--- src/scp_pkg.sv ---
`default_nettype none
package scp_pkg;

  localparam int CLK_HZ = 50_000_000;

  // selectable line rates, index is the CTRL baud field
  localparam int BAUD_N = 14;
  localparam int BAUD_TAB [BAUD_N] = '{300, 600, 1200, 2400, 4800, 9600, 14400, 19200,
                                       28800, 38400, 57600, 115200, 230400, 460800};
  localparam logic [3:0] BAUD_IDX_1200 = 4'h2;
  localparam logic [3:0] BAUD_IDX_9600 = 4'h5;
  localparam logic [3:0] BAUD_IDX_MAX  = 4'hD;

  // tone frequencies for the loop modulator
  localparam int FSK_ZERO_HZ = 2200;
  localparam int FSK_ONE_HZ  = 1200;

  // register word offsets, matched against byte address bits 7:2
  localparam logic [5:0] REG_CTRL     = 6'h00;
  localparam logic [5:0] REG_STATUS   = 6'h01;
  localparam logic [5:0] REG_TXDATA   = 6'h02;
  localparam logic [5:0] REG_RXDATA   = 6'h03;
  localparam logic [5:0] REG_LOOP     = 6'h04;
  localparam logic [5:0] REG_PREAMBLE = 6'h05;
  localparam logic [5:0] REG_TRIM     = 6'h06;
  localparam logic [5:0] REG_LOWCODE  = 6'h07;
  localparam logic [5:0] REG_FULLCODE = 6'h08;
  localparam logic [5:0] REG_DACCODE  = 6'h09;

  // field positions
  localparam int CTRL_FMT_LSB   = 4;
  localparam int CTRL_IF_LSB    = 6;
  localparam int CTRL_PROTO_LSB = 8;
  localparam int ST_PAR_ERR     = 2;
  localparam int ST_FRM_ERR     = 3;
  localparam int TX_MSG_BIT     = 8;
  localparam int LOOP_MA_LSB    = 8;
  localparam int LOOP_STN_LSB   = 16;
  localparam int TRIM_UP_BIT    = 2;
  localparam int TRIM_DN_BIT    = 3;

  // reset and limit values
  localparam logic [15:0] LOW_CODE_RST      = 16'h019C;
  localparam logic [15:0] FULL_CODE_FACTORY = 16'h34C8;
  localparam logic [4:0]  PREAMBLE_RST      = 5'h05;
  localparam logic [4:0]  PREAMBLE_MIN      = 5'h03;
  localparam logic [4:0]  PREAMBLE_MAX      = 5'h14;
  localparam logic [7:0]  FORCE_MA10_RST    = 8'h28;
  localparam logic [7:0]  FORCE_MA10_MIN    = 8'h23;
  localparam logic [7:0]  FORCE_MA10_MAX    = 8'hDC;
  localparam logic [7:0]  LOOP_ZERO_MA10    = 8'h28;
  // 65536 / 160 tenths of a milliamp across the 4..20 span
  localparam logic [17:0] FORCE_SCALE       = 18'h0019A;
  localparam int          FSK_AMP_SHIFT     = 5;
  localparam logic [1:0]  PROTO_CAP_CNT     = 2'h3;

  typedef enum logic [1:0] {
    FMT_N81 = 2'b00, FMT_N82 = 2'b01, FMT_E81 = 2'b10, FMT_O81 = 2'b11
  } scp_fmt_t;
  typedef enum logic [1:0] {
    PROTO_ASCII = 2'b00, PROTO_MODBUS = 2'b01, PROTO_HART = 2'b10, PROTO_NONE = 2'b11
  } scp_proto_t;
  typedef enum logic [1:0] {
    IF_RS232 = 2'b00, IF_RS485 = 2'b01, IF_FSK = 2'b10, IF_RSVD = 2'b11
  } scp_iface_t;
  typedef enum logic [1:0] {
    TRIM_OFF = 2'b00, TRIM_LOW = 2'b01, TRIM_FULL = 2'b10, TRIM_RSVD = 2'b11
  } scp_trim_t;
  typedef enum logic [1:0] {
    RX_IDLE = 2'b00, RX_START = 2'b01, RX_BITS = 2'b10, RX_RSVD = 2'b11
  } scp_rx_t;

  typedef struct packed {
    logic        cyc;
    logic        stb;
    logic        we;
    logic [7:0]  adr;
    logic [3:0]  sel;
    logic [31:0] dat;
  } scp_wb_req_t;

  typedef struct packed {
    logic        ack;
    logic [31:0] dat;
  } scp_wb_rsp_t;

  typedef struct packed {
    logic        ack;
    logic [31:0] rdat;
    logic [1:0]  proto_s1;
    logic [1:0]  proto_s2;
    logic [1:0]  proto_cnt;
    scp_proto_t  proto;
    logic        rxd_s1;
    logic        rxd_s2;
    logic [3:0]  baud;
    scp_fmt_t    fmt;
    scp_iface_t  iface;
    logic [3:0]  station;
    logic        force_en;
    logic [7:0]  force_ma10;
    logic [4:0]  preamble;
    scp_trim_t   trim;
    logic [15:0] low_code;
    logic [15:0] full_code;
    logic [15:0] dac;
    logic        tx_busy;
    logic        tx_pend;
    logic [11:0] tx_sh;
    logic [3:0]  tx_left;
    logic [17:0] tx_cnt;
    logic        fsk_half;
    logic [7:0]  tx_byte;
    logic [4:0]  pre_left;
    scp_rx_t     rx_st;
    logic [17:0] rx_cnt;
    logic [3:0]  rx_idx;
    logic [10:0] rx_sh;
    logic [7:0]  rx_data;
    logic        rx_valid;
    logic        par_err;
    logic        frm_err;
  } scp_state_t;

endpackage
`default_nettype wire

--- src/scp_serial_port.sv ---
`timescale 1ns/10ps
`default_nettype none
module scp_serial_port #(
  parameter int CLK_HZ        = scp_pkg::CLK_HZ,
  parameter int FSK_HALF_ONE  = CLK_HZ / (2 * scp_pkg::FSK_ONE_HZ),
  parameter int FSK_HALF_ZERO = CLK_HZ / (2 * scp_pkg::FSK_ZERO_HZ)
) (
  input  wire logic                 clk_i,
  input  wire logic                 rst_i,
  input  wire scp_pkg::scp_wb_req_t wb_req_i,
  output var  scp_pkg::scp_wb_rsp_t wb_rsp_o,
  input  wire logic [1:0]           protocol_i,
  input  wire logic                 rxd_i,
  input  wire logic [15:0]          live_frac_i,
  output logic                      txd_o,
  output logic                      rs232_sel_o,
  output logic                      rs485_de_o,
  output logic                      fsk_sel_o,
  output logic [15:0]               dac_code_o
);
  import scp_pkg::*;

  scp_state_t  q;
  scp_state_t  n;
  logic [17:0] div_tab [BAUD_N];

  // divisors stay constants so no runtime divider is built
  for (genvar g = 0; g < BAUD_N; g++)
  begin : g_div
    assign div_tab[g] = 18'(CLK_HZ / BAUD_TAB[g]);
  end

  function automatic logic [11:0] frame_of(input logic [7:0] b, input scp_fmt_t f);
    logic p;
    p = ^b;
    case (f)
      FMT_E81: frame_of = {2'b11, p, b, 1'b0};
      FMT_O81: frame_of = {2'b11, ~p, b, 1'b0};
      default: frame_of = {3'b111, b, 1'b0};
    endcase
  endfunction

  function automatic logic [3:0] len_of(input scp_fmt_t f);
    len_of = (f == FMT_N81) ? 4'hA : 4'hB;
  endfunction

  always_comb
  begin
    logic             hart;
    logic [3:0]       baud_eff;
    scp_fmt_t         fmt_eff;
    logic [17:0]      div;
    logic [17:0]      half;
    logic             req;
    logic [31:0]      rd_val;
    logic [31:0]      mask;
    logic [31:0]      mval;
    logic             tick;
    logic [10:0]      sh_v;
    logic             bit_ok;
    logic signed [16:0] span;
    logic signed [17:0] frac;
    logic signed [35:0] prod;
    logic [15:0]      base;
    logic [15:0]      amp;
    scp_trim_t        tmode;
    hart     = 1'b0;
    baud_eff = 4'h0;
    fmt_eff  = FMT_N81;
    div      = 18'h0;
    half     = 18'h0;
    req      = 1'b0;
    rd_val   = 32'h0;
    mask     = 32'h0;
    mval     = 32'h0;
    tick     = 1'b0;
    sh_v     = 11'h0;
    bit_ok   = 1'b0;
    span     = 17'sh0;
    frac     = 18'sh0;
    prod     = 36'sh0;
    base     = 16'h0;
    amp      = 16'h0;
    tmode    = TRIM_OFF;
    n = q;
    n.proto_s1 = protocol_i;
    n.proto_s2 = q.proto_s1;
    n.rxd_s1   = rxd_i;
    n.rxd_s2   = q.rxd_s1;
    // strap caught once after the synchroniser has filled, never changed later
    if (q.proto_cnt != PROTO_CAP_CNT)
      n.proto_cnt = q.proto_cnt + 2'h1;
    if (q.proto_cnt == PROTO_CAP_CNT - 2'h1)
      n.proto = scp_proto_t'(q.proto_s2);

    hart     = (q.proto == PROTO_HART);
    baud_eff = hart ? BAUD_IDX_1200 : q.baud;
    fmt_eff  = hart ? FMT_O81 : q.fmt;
    div      = div_tab[baud_eff];
    case (wb_req_i.adr[7:2])
      REG_CTRL:     rd_val = {22'h0, q.proto, hart ? IF_FSK : q.iface, fmt_eff, baud_eff};
      REG_STATUS:   rd_val = {28'h0, q.frm_err, q.par_err, q.rx_valid, q.tx_busy};
      REG_RXDATA:   rd_val = {24'h0, q.rx_data};
      REG_LOOP:     rd_val = {12'h0, q.station, q.force_ma10, 7'h0, q.force_en};
      REG_PREAMBLE: rd_val = {27'h0, q.preamble};
      REG_TRIM:     rd_val = {30'h0, q.trim};
      REG_LOWCODE:  rd_val = {16'h0, q.low_code};
      REG_FULLCODE: rd_val = {16'h0, q.full_code};
      REG_DACCODE:  rd_val = {16'h0, q.dac};
      default:      rd_val = 32'h0;
    endcase
    mask = {{8{wb_req_i.sel[3]}}, {8{wb_req_i.sel[2]}}, {8{wb_req_i.sel[1]}},
            {8{wb_req_i.sel[0]}}};
    mval = (rd_val & ~mask) | (wb_req_i.dat & mask);

    req   = wb_req_i.cyc && wb_req_i.stb && !q.ack;
    n.ack = req;
    if (req)
      n.rdat = rd_val;
    if (req && !wb_req_i.we && wb_req_i.adr[7:2] == REG_RXDATA)
      n.rx_valid = 1'b0;
    if (req && wb_req_i.we)
    begin
      case (wb_req_i.adr[7:2])
        REG_CTRL:
        begin
          // locked under HART; an out of range rate index is dropped
          if (!hart)
          begin
            if (mval[3:0] <= BAUD_IDX_MAX)
              n.baud = mval[3:0];
            n.fmt = scp_fmt_t'(mval[CTRL_FMT_LSB +: 2]);
            if (mval[CTRL_IF_LSB +: 2] == IF_RS232 || mval[CTRL_IF_LSB +: 2] == IF_RS485)
              n.iface = scp_iface_t'(mval[CTRL_IF_LSB +: 2]);
          end
        end
        REG_STATUS:
        begin
          n.par_err = q.par_err && !mval[ST_PAR_ERR];
          n.frm_err = q.frm_err && !mval[ST_FRM_ERR];
        end
        REG_TXDATA:
        begin
          // a write while busy is dropped; software polls tx_busy
          if (!q.tx_busy)
          begin
            n.tx_byte  = mval[7:0];
            n.tx_pend  = 1'b1;
            n.tx_busy  = 1'b1;
            n.tx_left  = 4'h0;
            n.pre_left = (hart && mval[TX_MSG_BIT]) ? q.preamble : 5'h0;
          end
        end
        REG_LOOP:
        begin
          n.force_en = mval[0];
          n.station  = mval[LOOP_STN_LSB +: 4];
          if (mval[LOOP_MA_LSB +: 8] < FORCE_MA10_MIN)
            n.force_ma10 = FORCE_MA10_MIN;
          else if (mval[LOOP_MA_LSB +: 8] > FORCE_MA10_MAX)
            n.force_ma10 = FORCE_MA10_MAX;
          else
            n.force_ma10 = mval[LOOP_MA_LSB +: 8];
        end
        REG_PREAMBLE:
        begin
          if (mval[4:0] < PREAMBLE_MIN)
            n.preamble = PREAMBLE_MIN;
          else if (mval[4:0] > PREAMBLE_MAX)
            n.preamble = PREAMBLE_MAX;
          else
            n.preamble = mval[4:0];
        end
        REG_TRIM:
        begin
          tmode  = scp_trim_t'(mval[1:0]);
          n.trim = (tmode == TRIM_RSVD) ? TRIM_OFF : tmode;
          if (tmode == TRIM_FULL && q.trim != TRIM_FULL)
            n.full_code = FULL_CODE_FACTORY;
          else if (tmode == TRIM_LOW)
          begin
            if (mval[TRIM_UP_BIT])
              n.low_code = q.low_code + 16'h1;
            else if (mval[TRIM_DN_BIT])
              n.low_code = q.low_code - 16'h1;
          end
          else if (tmode == TRIM_FULL)
          begin
            if (mval[TRIM_UP_BIT])
              n.full_code = q.full_code + 16'h1;
            else if (mval[TRIM_DN_BIT])
              n.full_code = q.full_code - 16'h1;
          end
        end
        REG_LOWCODE:  n.low_code = mval[15:0];
        REG_FULLCODE: n.full_code = mval[15:0];
        default:      n.ack = req;
      endcase
    end

    // transmitter: under HART each bit lasts exactly one tone cycle
    if (q.tx_busy && q.tx_left == 4'h0)
    begin
      n.tx_cnt   = 18'h0;
      n.fsk_half = 1'b0;
      if (q.pre_left != 5'h0)
      begin
        n.tx_sh    = frame_of(8'hFF, fmt_eff);
        n.tx_left  = len_of(fmt_eff);
        n.pre_left = q.pre_left - 5'h1;
      end
      else if (q.tx_pend)
      begin
        n.tx_sh   = frame_of(q.tx_byte, fmt_eff);
        n.tx_left = len_of(fmt_eff);
        n.tx_pend = 1'b0;
      end
      else
      begin
        n.tx_busy = 1'b0;
      end
    end
    else if (q.tx_busy)
    begin
      n.tx_cnt = q.tx_cnt + 18'h1;
      if (hart)
      begin
        half = q.tx_sh[0] ? 18'(FSK_HALF_ONE) : 18'(FSK_HALF_ZERO);
        if (q.tx_cnt >= half - 18'h1)
        begin
          n.tx_cnt   = 18'h0;
          n.fsk_half = !q.fsk_half;
          tick       = q.fsk_half;
        end
      end
      else if (q.tx_cnt >= div - 18'h1)
      begin
        n.tx_cnt = 18'h0;
        tick     = 1'b1;
      end
      if (tick)
      begin
        n.tx_sh   = {1'b1, q.tx_sh[11:1]};
        n.tx_left = q.tx_left - 4'h1;
      end
    end

    // receiver samples mid-bit; start bit rechecked at its centre
    case (q.rx_st)
      RX_IDLE:
      begin
        n.rx_cnt = 18'h0;
        if (!q.rxd_s2)
          n.rx_st = RX_START;
      end
      RX_START:
      begin
        n.rx_cnt = q.rx_cnt + 18'h1;
        if (q.rx_cnt >= (div >> 1))
        begin
          n.rx_cnt = 18'h0;
          n.rx_idx = 4'h0;
          n.rx_st  = q.rxd_s2 ? RX_IDLE : RX_BITS;
        end
      end
      RX_BITS:
      begin
        n.rx_cnt = q.rx_cnt + 18'h1;
        if (q.rx_cnt >= div - 18'h1)
        begin
          n.rx_cnt         = 18'h0;
          sh_v             = q.rx_sh;
          sh_v[q.rx_idx]   = q.rxd_s2;
          n.rx_sh          = sh_v;
          n.rx_idx         = q.rx_idx + 4'h1;
          if (q.rx_idx == len_of(fmt_eff) - 4'h2)
          begin
            n.rx_st    = RX_IDLE;
            n.rx_data  = sh_v[7:0];
            n.rx_valid = 1'b1;
            case (fmt_eff)
              FMT_N81: bit_ok = sh_v[8];
              FMT_N82: bit_ok = sh_v[8] & sh_v[9];
              default: bit_ok = sh_v[9];
            endcase
            // setting wins over a clear in the same cycle
            if (!bit_ok)
              n.frm_err = 1'b1;
            if (fmt_eff == FMT_E81 && (^sh_v[8:0]))
              n.par_err = 1'b1;
            if (fmt_eff == FMT_O81 && !(^sh_v[8:0]))
              n.par_err = 1'b1;
          end
        end
      end
      default: n.rx_st = RX_IDLE;
    endcase

    // loop code: live_frac_i passes in only, the measured value is never written
    span = $signed({1'b0, q.full_code}) - $signed({1'b0, q.low_code});
    if (q.force_en)
      frac = $signed({10'h0, q.force_ma10}) - $signed({10'h0, LOOP_ZERO_MA10});
    else
      frac = $signed({2'b00, live_frac_i});
    if (q.force_en)
      frac = 18'(frac * $signed(FORCE_SCALE));
    prod = 36'(span * frac);
    if (q.trim == TRIM_LOW)
      base = q.low_code;
    else if (q.trim == TRIM_FULL)
      base = q.full_code;
    else if (!q.force_en && q.station != 4'h0)
      base = q.low_code;
    else
      base = 16'(q.low_code + 16'(prod >>> 16));
    // half a milliamp is 1/32 of the 16 mA span
    amp = 16'(span >>> FSK_AMP_SHIFT);
    if (hart && q.tx_busy && q.tx_left != 4'h0)
      n.dac = q.fsk_half ? base - amp : base + amp;
    else
      n.dac = base;
  end

  always_ff @(posedge clk_i)
  begin
    if (rst_i)
    begin
      q            <= '0; // zero codes: ASCII, RS232, trim off, receiver idle
      q.baud       <= BAUD_IDX_9600;
      q.fmt        <= FMT_N81;
      q.force_ma10 <= FORCE_MA10_RST;
      q.preamble   <= PREAMBLE_RST;
      q.low_code   <= LOW_CODE_RST;
      q.full_code  <= FULL_CODE_FACTORY;
      q.tx_sh      <= 12'hFFF;
      q.rxd_s1     <= 1'b1;
      q.rxd_s2     <= 1'b1;
    end
    else
    begin
      q <= n;
    end
  end

  assign wb_rsp_o.ack = q.ack;
  assign wb_rsp_o.dat = q.rdat;
  assign txd_o        = q.tx_sh[0];
  assign fsk_sel_o    = (q.proto == PROTO_HART);
  assign rs232_sel_o  = !fsk_sel_o && q.iface == IF_RS232;
  assign rs485_de_o   = !fsk_sel_o && q.iface == IF_RS485 && q.tx_busy;
  assign dac_code_o   = q.dac;

endmodule // scp_serial_port
`default_nettype wire

--- config.mk ---
export PLATFORM = sky130hd
export DESIGN_NAME = scp_serial_port
export DESIGN_NICKNAME = d
export VERILOG_FILES = /design/src/scp_pkg.sv /design/src/scp_serial_port.sv
export SDC_FILE = /design/constraint.sdc
export NUM_CORES = 2
export LEC_CHECK = 0
export BUFFER_PORTS_ARGS = -buffer_cell sky130_fd_sc_hd__buf_2
export CORE_ASPECT_RATIO = 0.7
export CORE_MARGIN = 2
export CORE_UTILIZATION = 59
export DETAILED_ROUTE_END_ITERATION = 7
export PLACE_DENSITY_LB_ADDON = 0.12
export REMOVE_ABC_BUFFERS = 1
export SKIP_CTS_REPAIR_TIMING = 1
export SYNTH_ARGS = -nofsm -noshare
export SYNTH_HDL_FRONTEND = slang
export SYNTH_SLANG_ARGS = --single-unit
--- constraint.sdc ---
create_clock -name clk_i -period 14 [get_ports clk_i]
set_clock_uncertainty 0.05 [all_clocks]
set_input_delay 2.8 -clock clk_i [delete_from_list [all_inputs] [get_ports clk_i]]
set_output_delay 2.8 -clock clk_i [all_outputs]
set_load 0.05 [all_outputs]
==> impl_metrics.py <==
metrics = {
    "timing": {
        "min_period_ns": 14.71,
        "worst_pin_slew_ns": 1.26,
        "slew_violations": 0,
        "finalSetupViolCount": 6,
        "slew-limit-headroom": 0.155,
        "finalCritPeriodShare": 1.05,
        "clock.fmax_mhz": 68.0,
        "hold_slack_ns": 0.377,
        "hold_viol": 0,
        "grt_setup_unrepaired": "yes",
        "layout_setup_ws_ns": -0.714,
    },
    "cells_and_area": {
        "fillers": 3788,
        "final_cell_mix": "inv_1, nor2_1, nand2_1",
        "fin_area_mm2": 0.0335,
        "final_nets": 4472,
        "drive_gt1_frac": 0.192,
        "area_delta_synth_final_pct": 18.0,
        "final_common_cell": "inv_1",
        "diodes": 0,
    },
    "synth": {
        "yosysTopAreaCellShare": 0.220,
        "syn_inst": 3503,
        "synth_edf_count": 0,
        "synth_area_leaders": "fa_1, dfxtp_1, ha_1",
        "ys_ff_latch": 202,
        "syn_avg_cell_area_um2": 8.10,
        "synthesis.area_mm2": 0.0284,
        "yosysWarningCount": 0,
        "synth_ff_type": "dfxtp_1",
        "yosysSeqAreaShare": 0.143,
        "synth.distinct_cells": 82,
        "async_reset_ff_frac": 0,
        "synth.largest_area_cell": "fa_1",
    },
    "worst_setup_path": {
        "crit_family": "adder cells",
        "crit_type": "in -> reg",
        "arrival_ns": 15.13,
        "slowest_delay_ns": 0.53,
        "cp-start-kind": "input port",
        "slowest_stage": "fa_2",
        "cp-end-kind": "register",
        "cp.required_ns": 14.42,
        "critical_path_buf_inv_count": 9,
        "cp_max_fo": 5,
        "cpMostUsedCell": "fa_1",
    },
    "placement": {
        "postPlaceCellArea_mm2": 0.0312,
        "dp_hpwl_um": 71800,
        "post-place-ws_ns": -2.30,
        "gp_congestion": 0.989,
        "io_buffer_count": 93,
    },
    "floorplan": {
        "fp.dieArea_mm2": 0.0499,
        "num_io_pins": 121,
        "initial_core_util": 0.595,
        "core-area_mm2": 0.0477,
        "die_width_um": 266,
        "row_count": 67,
        "die_h_um": 187,
    },
    "job": {
        "cap_violations": 0,
    },
    "grt": {
        "grt_pass1_wl_um": 140000,
        "gr-total-overflow": 0,
        "first_global_vias": 26000,
        "grtUsageTotal": 0.355,
        "grt_max_degree": 75,
        "antenna_found_initial": 1,
    },
    "clocking": {
        "clkLatencyLatePin_ns": 0.53,
        "htree_num_levels": 1,
        "cts.path.max_buffers": 3,
        "cts_tree": "built",
        "cts.sinks": 202,
        "root_buffer": "clkbuf_16",
        "numCtsBuffers": 21,
        "path_clk_slew_ns": 0.07,
    },
    "route": {
        "drc": 0,
        "dr.first_iter.drc_count": 2586,
        "viasPerCell": 5.94,
        "avgRoutedWirePerCell_um": 20.4,
        "vias": 26300,
        "route.antenna.remaining_nets": 0,
        "wirelength_um": 90200,
        "first_pass_iters": 7,
    },
    "power": {
        "cellLeakagePower_nw": 15.9,
        "powerDensity_mw_per_mm2": 301,
        "vdd_drop_max_mv": 0.733,
    },
    "worst_hold_path": {
        "hp-class": "reg -> reg",
    },
    "outcome": {
        "violations": "negative setup slack",
        "status": "complete, but fails checks",
    },
}
[power breakdown]
group          switching [mW]  total [mW]  leakage [nW]  internal [mW]
Combinational            4.35        8.84          14.0           4.50
Clock                   0.263       0.586         0.322          0.323
Sequential             0.0248       0.637          1.64          0.613
[synth_stat cells, drive strengths merged, types with 25 or more instances]
cell type	n
nand2	370
a21oi	167
nor2	382
dfxtp	202
nor2b	44
nor3	81
o21ai	115
xnor2	132
nand3	63
inv	518
ha	300
xor2	52
clkbuf	113
mux2i	52
and3	32
buf	62
a211oi	59
nand2b	25
o21a	29
fa	312
a21o	45
[flip-flops by register name, summed over array words and instances (netlist names)]
signal      cells
wb_rsp_o       21
dac_code_o     16
n               3
txd_o           1
q             161
[kinds of logic (layout without fill, tap and decap cells)]
logic type | after synthesis | after routing | share of synthesized area
AND/OR/NAND/NOR | 1094 | 1094 | 0.170
buffers and inverters | 697 | 990 | 0.0989
AO/OA/AOI/OAI | 640 | 640 | 0.152
adder cells (fa/ha/maj) | 613 | 613 | 0.353
flip-flops | 202 | 202 | 0.143
XOR/XNOR | 185 | 185 | 0.0579
multiplexers | 71 | 71 | 0.0259
other | 1 | 12 | 0.000132
[cell type report]
| cell class | count | area, µm² | area share |
|---|---|---|---|
| multi-input cells | 2615 | 22900 | 0.683 |
| flip-flops and latches | 202 | 4050 | 0.121 |
| repair buffers | 430 | 3140 | 0.0937 |
| inverters | 522 | 1960 | 0.0585 |
| well taps | 621 | 777 | 0.0232 |
| clock buffers | 27 | 558 | 0.0167 |
| clock inverters | 11 | 123 | 0.00366 |
[final timing paths]
path                  startpoint        endpoint  slack (ns)  cells after the start
hold / removal            n[172]          q[172]        0.38                      1
hold reg to reg           n[172]          q[172]        0.38                      1
setup / recovery  live_frac_i[7]  dac_code_o[14]       -0.71                     54
setup reg to reg          q[159]  dac_code_o[14]        0.71                     56
[per-layer routing]
metal,GRT usage,share of wire,vias to the layer above
li1,-,-,12100
met1,0.521,0.44,12800
met2,0.531,0.43,1248
met3,0.0778,0.10,177
met4,0.0875,0.028,2
met5,0,0.00014,-
[through the flow]
stage               utilization  total power [mW]  TNS, ns  instances
global placement          0.654              7.03   -12.65       4360
floorplan                     -              4.56    -5.26       3339
global route              0.702              10.9    -5.04       4428
detailed placement        0.654              7.24   -15.40       4360
CTS                       0.668              7.89   -10.21       4398
finish                    0.702              10.1    -2.20       4428
No activity file was read; power rests on OpenSTA's default activity.
